==> src/common/adc_ctrl_params.svh <==
`ifndef ADC_CTRL_PARAMS_SVH
`define ADC_CTRL_PARAMS_SVH

`define RESULT_ADDR 8'hd0
`define CONTROL_ADDR 8'hd1
`define IRQ_STATUS_ADDR 8'hd2
`define IRQ_MASK_ADDR 8'hd3

`define CTRL_IRQ_EN_BIT 7
`define CTRL_DONE_BIT 6
`define CTRL_START_BIT 5
`define CTRL_POWER_BIT 4
`define CTRL_OSC_OFF_BIT 2

`define CTRL_RESET 8'h40
`define CTRL_WRITE_MASK 8'h9f
`define RESULT_RESET 8'h00
`define MASK_RESET 8'h00

`define CLK_PERIOD_NS 25
`define SETTLE_TIME_NS 50
`define SETTLE_CYCLES ((`SETTLE_TIME_NS + `CLK_PERIOD_NS - 1) / `CLK_PERIOD_NS)
`define STEP_WAIT_CYCLES 2

`endif

==> src/common/adc_ctrl_pkg.sv <==
package adc_ctrl_pkg;

	typedef enum logic [1:0] {
		SEQ_IDLE = 2'b00,
		SEQ_SETTLE = 2'b01,
		SEQ_STEP = 2'b10
	} seq_state_t;

	typedef struct packed {
		logic conv_irq_enable;
		logic converter_power_on;
		logic reserved_bit_three;
		logic main_clock_disable;
		logic [1:0] reserved_low;
	} ctrl_fields_t;

	typedef struct packed {
		logic [7:0] addr;
		logic [7:0] wdata;
		logic wr;
		logic rd;
	} reg_req_t;

endpackage

==> src/adc_conversion_control.sv <==
// Local design decision: the address-and-strobe port.
`include "adc_ctrl_params.svh"

// How it works
// - Converter runs in wait; wakes from wait; stop mode disables it and its wake.
// - Done flag clears only on start; writing zero there does nothing.
// - Control register resets to 40h: done set, all else zero.
// - Bit 7 gates the done-flag interrupt request; end-of-conversion status with mask bit 0 set requests one without it.
// - Finished conversion sets read-only done bit 6 and requests interrupt if enabled.
// - Writing start one clears done and the end-of-conversion status, and sets the start-seen status.
// - Result is valid only while done is one.
// - Bit 5 write-only start strobe; one starts a conversion, zero nothing.
// - Start during a conversion abandons it and begins anew.
// - Control read always shows zero in the start position.
// - Bit 4 switches converter power.
// - Bit 2 drives main oscillator disable of the clock system.
// - Result register at D0h, read only, bit 7 most significant.
// - Control at D1h read/write; bit 6 ignores writes, bit 5 reads zero.
// - Input at or above high reference gives FFh, at or below low gives 00h.
module adc_conversion_control #(
	parameter int RES_BITS = 8
) (
	// Clock and reset.
	input wire logic clk_i,
	input wire logic resetn_i,
	// Register port.
	input wire logic [7:0] addr_i,
	input wire logic [7:0] wdata_i,
	input wire logic wr_i,
	input wire logic rd_i,
	output logic [7:0] rdata_o,
	// Low power modes.
	input wire logic wait_mode_i,
	input wire logic stop_mode_i,
	// Comparator core.
	input wire logic cmp_above_i,
	output logic [RES_BITS-1:0] dac_code_o,
	output logic sample_o,
	output logic analog_enable_o,
	// System.
	output logic main_clock_disable_o,
	output logic irq_o,
	output logic wake_o
);

	// Width of the bit position counter, which runs from RES_BITS down to zero.
	localparam int BIT_W = $clog2(RES_BITS + 1);

	adc_ctrl_pkg::reg_req_t req;
	adc_ctrl_pkg::ctrl_fields_t ctrl_ff;
	adc_ctrl_pkg::seq_state_t state_ff;
	logic done_ff;
	logic [RES_BITS-1:0] result_ff;
	logic [RES_BITS-1:0] trial_ff;
	logic [BIT_W-1:0] bit_ff;
	logic [3:0] settle_ff;
	logic cmp_meta_ff;
	logic cmp_sync_ff;
	logic [1:0] irq_status_ff;
	logic [1:0] irq_mask_ff;
	logic [7:0] rdata_ff;
	logic irq_ff;
	logic wake_ff;
	logic dac_sample_ff;
	logic start_wr;
	logic conv_done;
	logic active;
	logic settle_over;
	logic step_due;
	logic [RES_BITS-1:0] step_bit;
	logic [RES_BITS-1:0] nxt_result;
	logic [7:0] ctrl_read;

	assign req = '{addr: addr_i, wdata: wdata_i, wr: wr_i, rd: rd_i};

	assign start_wr = req.wr && req.addr == `CONTROL_ADDR && req.wdata[`CTRL_START_BIT];

	assign active = ctrl_ff.converter_power_on && !stop_mode_i;

	// One-hot mask of the bit under trial; all zero once the count is spent.
	for (genvar gi = 0; gi < RES_BITS; gi++)
	begin : g_step
		assign step_bit[gi] = bit_ff == BIT_W'(gi + 1);
	end

	always_comb
	begin
		nxt_result = trial_ff;
		if (!cmp_sync_ff)
		begin
			nxt_result = trial_ff & ~step_bit;
		end
	end

	assign settle_over = settle_ff == 4'd0;
	assign step_due = state_ff == adc_ctrl_pkg::SEQ_STEP && settle_over && active;
	assign conv_done = step_due && bit_ff == BIT_W'(1) && !start_wr;

	// Comparator output comes from the analog domain and is synchronised.
	always_ff @(posedge clk_i or negedge resetn_i)
	begin
		if (!resetn_i)
		begin
			cmp_meta_ff <= 1'b0;
			cmp_sync_ff <= 1'b0;
		end
		else
		begin
			cmp_meta_ff <= cmp_above_i;
			cmp_sync_ff <= cmp_meta_ff;
		end
	end

	always_ff @(posedge clk_i or negedge resetn_i)
	begin
		if (!resetn_i)
		begin
			ctrl_ff <= '0;
		end
		else if (req.wr && req.addr == `CONTROL_ADDR)
		begin
			ctrl_ff.conv_irq_enable <= req.wdata[`CTRL_IRQ_EN_BIT];
			ctrl_ff.converter_power_on <= req.wdata[`CTRL_POWER_BIT];
			ctrl_ff.reserved_bit_three <= req.wdata[3];
			ctrl_ff.main_clock_disable <= req.wdata[`CTRL_OSC_OFF_BIT];
			ctrl_ff.reserved_low <= req.wdata[1:0];
		end
	end

	always_ff @(posedge clk_i or negedge resetn_i)
	begin
		if (!resetn_i)
		begin
			done_ff <= 1'(`CTRL_RESET >> `CTRL_DONE_BIT);
		end
		else if (start_wr)
		begin
			done_ff <= 1'b0;
		end
		else if (conv_done)
		begin
			done_ff <= 1'b1;
		end
	end

	// Settle counter: a wait before the first step and before each decision.
	always_ff @(posedge clk_i or negedge resetn_i)
	begin
		if (!resetn_i)
		begin
			settle_ff <= 4'd0;
		end
		else if (start_wr)
		begin
			settle_ff <= 4'(`SETTLE_CYCLES);
		end
		else if (active && state_ff != adc_ctrl_pkg::SEQ_IDLE)
		begin
			// Two extra cycles cover the comparator synchroniser delay.
			if (settle_over)
			begin
				settle_ff <= 4'(`STEP_WAIT_CYCLES);
			end
			else
			begin
				settle_ff <= settle_ff - 4'd1;
			end
		end
	end

	always_ff @(posedge clk_i or negedge resetn_i)
	begin
		if (!resetn_i)
		begin
			state_ff <= adc_ctrl_pkg::SEQ_IDLE;
		end
		else if (start_wr)
		begin
			state_ff <= adc_ctrl_pkg::SEQ_SETTLE;
		end
		else if (!active)
		begin
			state_ff <= adc_ctrl_pkg::SEQ_IDLE;
		end
		else
		begin
			case (state_ff)
				adc_ctrl_pkg::SEQ_IDLE:
				begin
					state_ff <= adc_ctrl_pkg::SEQ_IDLE;
				end
				adc_ctrl_pkg::SEQ_SETTLE:
				begin
					if (settle_over)
					begin
						state_ff <= adc_ctrl_pkg::SEQ_STEP;
					end
				end
				adc_ctrl_pkg::SEQ_STEP:
				begin
					if (settle_over && bit_ff == BIT_W'(1))
					begin
						state_ff <= adc_ctrl_pkg::SEQ_IDLE;
					end
				end
				default:
				begin
					state_ff <= adc_ctrl_pkg::SEQ_IDLE;
				end
			endcase
		end
	end

	always_ff @(posedge clk_i or negedge resetn_i)
	begin
		if (!resetn_i)
		begin
			trial_ff <= '0;
			bit_ff <= '0;
		end
		else if (start_wr)
		begin
			trial_ff <= RES_BITS'(1) << (RES_BITS - 1);
			bit_ff <= BIT_W'(RES_BITS);
		end
		else if (step_due)
		begin
			trial_ff <= nxt_result | (step_bit >> 1);
			bit_ff <= bit_ff - 1'b1;
		end
	end

	always_ff @(posedge clk_i or negedge resetn_i)
	begin
		if (!resetn_i)
		begin
			result_ff <= RES_BITS'(`RESULT_RESET);
		end
		else if (conv_done)
		begin
			result_ff <= nxt_result;
		end
	end

	// Interrupt status: bit 0 end of conversion, bit 1 start seen; a read clears, an event wins.
	always_ff @(posedge clk_i or negedge resetn_i)
	begin
		if (!resetn_i)
		begin
			irq_status_ff <= 2'b00;
		end
		else
		begin
			if (req.rd && req.addr == `IRQ_STATUS_ADDR)
			begin
				irq_status_ff <= 2'b00;
			end
			if (start_wr)
			begin
				irq_status_ff <= 2'b10;
			end
			if (conv_done)
			begin
				irq_status_ff[0] <= 1'b1;
			end
		end
	end

	// Mask register, same layout as the status register.
	always_ff @(posedge clk_i or negedge resetn_i)
	begin
		if (!resetn_i)
		begin
			irq_mask_ff <= 2'(`MASK_RESET);
		end
		else if (req.wr && req.addr == `IRQ_MASK_ADDR)
		begin
			irq_mask_ff <= req.wdata[1:0];
		end
	end

	assign ctrl_read = {ctrl_ff.conv_irq_enable, done_ff, 1'b0, ctrl_ff.converter_power_on,
		ctrl_ff.reserved_bit_three, ctrl_ff.main_clock_disable, ctrl_ff.reserved_low};

	always_ff @(posedge clk_i or negedge resetn_i)
	begin
		if (!resetn_i)
		begin
			rdata_ff <= '0;
		end
		else if (req.rd)
		begin
			case (req.addr)
				`RESULT_ADDR: rdata_ff <= 8'(result_ff);
				`CONTROL_ADDR: rdata_ff <= ctrl_read;
				`IRQ_STATUS_ADDR: rdata_ff <= {6'h00, irq_status_ff};
				`IRQ_MASK_ADDR: rdata_ff <= {6'h00, irq_mask_ff};
				default: rdata_ff <= 8'h00;
			endcase
		end
		else
		begin
			rdata_ff <= 8'h00;
		end
	end

	always_ff @(posedge clk_i or negedge resetn_i)
	begin
		if (!resetn_i)
		begin
			irq_ff <= 1'b0;
		end
		else
		begin
			irq_ff <= !stop_mode_i && ((ctrl_ff.conv_irq_enable && done_ff)
				|| |(irq_status_ff & irq_mask_ff));
		end
	end

	always_ff @(posedge clk_i or negedge resetn_i)
	begin
		if (!resetn_i)
		begin
			wake_ff <= 1'b0;
		end
		else
		begin
			wake_ff <= ctrl_ff.conv_irq_enable && done_ff && wait_mode_i && !stop_mode_i;
		end
	end

	// Busy indication towards the comparator core.
	always_ff @(posedge clk_i or negedge resetn_i)
	begin
		if (!resetn_i)
		begin
			dac_sample_ff <= 1'b0;
		end
		else
		begin
			dac_sample_ff <= active && state_ff != adc_ctrl_pkg::SEQ_IDLE;
		end
	end

	assign rdata_o = rdata_ff;
	assign dac_code_o = trial_ff;
	assign sample_o = dac_sample_ff;
	assign analog_enable_o = ctrl_ff.converter_power_on;
	assign main_clock_disable_o = ctrl_ff.main_clock_disable;
	assign irq_o = irq_ff;
	assign wake_o = wake_ff;

endmodule // adc_conversion_control

==> config.mk <==
export PLATFORM = sky130hd
export DESIGN_NAME = adc_conversion_control
export DESIGN_NICKNAME = d
export VERILOG_FILES = /design/src/common/adc_ctrl_pkg.sv /design/src/adc_conversion_control.sv
export VERILOG_INCLUDE_DIRS = /design/src /design/src/common
export SDC_FILE = /design/constraint.sdc
export NUM_CORES = 1
export LEC_CHECK = 0
export BUFFER_PORTS_ARGS = -buffer_cell sky130_fd_sc_hd__buf_4
export CAP_MARGIN = 10
export CORE_ASPECT_RATIO = 2
export CORE_MARGIN = 5
export CORE_UTILIZATION = 54
export DETAILED_ROUTE_END_ITERATION = 10
export GPL_TIMING_DRIVEN = 0
export PLACE_DENSITY = 0.8
export SKIP_LAST_GASP = 1
export SYNTH_ARGS = -nofsm -noshare
export SYNTH_HDL_FRONTEND = slang
export SYNTH_SLANG_ARGS = --single-unit
==> constraint.sdc <==
create_clock -name clk_i -period 2.6 [get_ports clk_i]
set_clock_uncertainty 0.15 [all_clocks]
set_input_delay 0.13 -clock clk_i [delete_from_list [all_inputs] [get_ports clk_i]]
set_output_delay 0.13 -clock clk_i [all_outputs]
set_load 0.005 [all_outputs]
==> flow_metrics.py <==
metrics = {
    "final_layout": {
        "final_area_sq_mm": 0.00288,
        "drive_gt1_share_pct": 26.6,
        "area_growth_pct": 25.5,
        "final_util_pct": 69.8,
        "stdcell_count": 315,
        "nets": 291,
        "antenna_cells": 0,
    },
    "sta": {
        "slew_violations": 0,
        "hold_ws_ns": 0.0491,
        "worst_pin_slew_ns": 0.634,
        "maxSlewHeadroom_pct": 57.5,
        "finalHoldViolCount": 0,
        "rsz0062_at_grt": "no",
        "post-route-period-util_pct": 95.3,
        "final.setup.tns_ns": 0,
        "setup_ws_ns": 0.122,
        "fmax_mhz": 404,
        "fin_crit_ns": 2.48,
        "setup_viol": 0,
    },
    "grt": {
        "antenna_found_initial": 0,
        "grt_pass1_wl_um": 8270,
        "grt_max_degree": 51,
        "overflow": 0,
        "grt_util_all_layers_pct": 18.3,
        "grt_pass1_vias": 1827,
    },
    "worst_hold_path": {
        "hp-class": "input port to register",
        "hold-path-cell-count": 3,
    },
    "placed_design": {
        "post-place-ws_ns": 0.183,
        "dp_hpwl_um": 3560,
        "place.gp.congestion": 0.803,
        "placed_cell_area_sq_mm": 0.00268,
        "dp.cells": 296,
        "io_buffers": 42,
    },
    "logic_synthesis": {
        "yosys-top-cells-area": "dfrtp_1 (53%), mux2i_1 (5.7%), nand2_1 (4.3%)",
        "yosysTopAreaCell": "dfrtp_1",
        "synth_nets": 231,
        "ys.flop_type": "dfrtp_1",
        "synthesis.area_sq_mm": 0.00229,
        "synth_edf_count": 0,
        "async_flop_share_pct": 100,
        "yosys-top-cells-count": "dfrtp_1 (49), nand2_1 (26), nor2_1 (14), inv_1 (13), mux2i_1 (13)",
        "post-synth-top-area-fraction_pct": 53.4,
        "ys_ff_latch": 50,
        "yosys.cell_types.count": 42,
        "synth.most_common_cell": "dfrtp_1",
        "syn_avg_cell_area_sq_um": 11.4,
        "seq_area_frac_synth_pct": 54.6,
        "yosys_warnings": 0,
        "syn_inst": 202,
    },
    "clock_tree": {
        "clock_path_buffers": 2,
        "tritoncts": "done",
        "clkLatencyLatePin_ns": 0.29,
        "cts.root.buffer_cell": "clkbuf_8",
        "cts.sinks": 50,
        "htreeDepth": 2,
        "cts_buffers": 5,
        "path_clk_slew_ns": 0.09,
    },
    "setup_path": {
        "worstSetupPathType": "register to register",
        "worstPathArrival_ns": 2.51,
        "endpoint_kind": "register",
        "rr_worst_depth": 7,
        "cp_max_fo": 10,
        "worstPathRequired_ns": 2.64,
        "start_kind": "register",
    },
    "routing": {
        "wire_per_inst_um": 15.3,
        "via_per_inst": 5.45,
        "drt_iter0_markers": 64,
        "vias": 1718,
        "ant_nets": 0,
        "drc": 0,
        "drt-pass1-iter-count": 6,
        "routed_wl_um": 4820,
    },
    "power": {
        "p_comb_share_pct": 7.1,
        "power_frac_seq_pct": 58.6,
        "p_leak_nw": 1.39,
        "p_per_area_mw_per_mm2": 472,
        "clkPwrFrac_pct": 34.3,
        "p_int_mw": 1.05,
        "ir_drop_v": 0.000377,
        "switchingPower_mw": 0.305,
        "switching_share_pct": 22.5,
        "report.power.total_mw": 1.36,
    },
    "floorplanning": {
        "die_w_um": 56.1,
        "design.portCount": 44,
        "start_util_pct": 55.6,
        "core_area_sq_mm": 0.00413,
        "rows": 33,
        "die_area_sq_mm": 0.00573,
        "die_h_um": 102,
    },
    "job": {
        "cap_violations": 0,
    },
    "run_status": {
        "outcome": "finished clean",
    },
}
final cells by class:
class                   count  area (sq um)
repair buffers             53           425
inverters                  13          48.8
flip-flops and latches     50          1250
plain buffers               5          26.3
clock inverters             2          12.5
well taps                  52          65.1
fillers                   307          1250
multi-input cells         134           967
clock buffers               6          82.6
cell families after synthesis:
family	count (synthesis)	synth area share, %
buf+inv	18	3.27
xor+xnor	3	1.15
mux	24	12.2
fa+ha+maj	6	3.27
compound gates	27	7.14
flops	50	54.6
simple gates	74	18.4
worst max-delay path, stage by stage (launching register included):
cell and delay [ns]:
dfrtp_1 0.41, inv_1 0.09, ha_1 0.18, nor3b_2 0.55
nand3_1 0.21, nor3b_1 0.27, buf_6 0.20, mux2_4 0.31
worst paths after layout:
check,start,endpoint,slack (ns)
worst max-delay path,settle_ff[0],result_ff[7],0.12
worst min-delay path,wdata_i[5],bit_ff[3],0.05
worst max register to register,settle_ff[0],result_ff[7],0.12
worst min register to register,cmp_meta_ff,cmp_sync_ff,0.21
max in group asynchronous,resetn_i,rdata_o[1],1.64
min in group asynchronous,resetn_i,ctrl_ff[3],0.23
placed cells by master, fill, tap and decap left out, types with 2 or more instances in the layout:
cell           netlist  final
buf_4                0     42
inv_1               13     13
mux4_2               2      2
and4b_1              2      2
nand2_1             26     26
mux2_2               8      8
xor2_1               2      2
o21ai_0              8      8
clkbuf_8             0      6
and3_1               2      2
or3_1                2      2
dlygate4sd3_1        0     11
nand3_1              5      5
nor4_4               2      2
clkbuf_1             4      4
nor3_1               4      4
a21oi_1             10     10
nand2b_1             3      3
nor3b_1              4      4
ha_1                 6      6
dfrtp_1             49     49
a21o_1               2      2
nor2_1              14     14
mux2i_1             13     13
layer usage:
metal	routed length [um]	vias to the layer above	share of wire, %	track usage, %
li1	-	825	-	-
met1	1790	837	37	19.5
met2	2670	44	55	33.5
met3	225	12	4.7	4.05
met4	138	0	2.9	9.51
met5	0	-	0	0
repair_timing:
action | in CTS | in global routing
buffers inserted | 0 | 0
hold buffers | 11 | 0
endpoints found under the hold margin | 62 | 0
resized for setup | 0 | 0
flip-flops by register name (all words and copies together) (netlist names), 4 cells and up:
register	count
result_ff	8
bit_ff	4
dac_code_o	8
ctrl_ff	4
settle_ff	4
rdata_o	8
power by group through the flow:
stage                     Clock, mW  Sequential [mW]  Combinational, mW
final                         0.466            0.796             0.0966
after global routing          0.508            0.797              0.107
after CTS                     0.479            0.796             0.0977
after detailed placement          0            0.811             0.0842
after global placement            0            0.811             0.0815
after floorplan                   0            0.808             0.0331
Note: power is estimated with default switching activity, not from simulation.
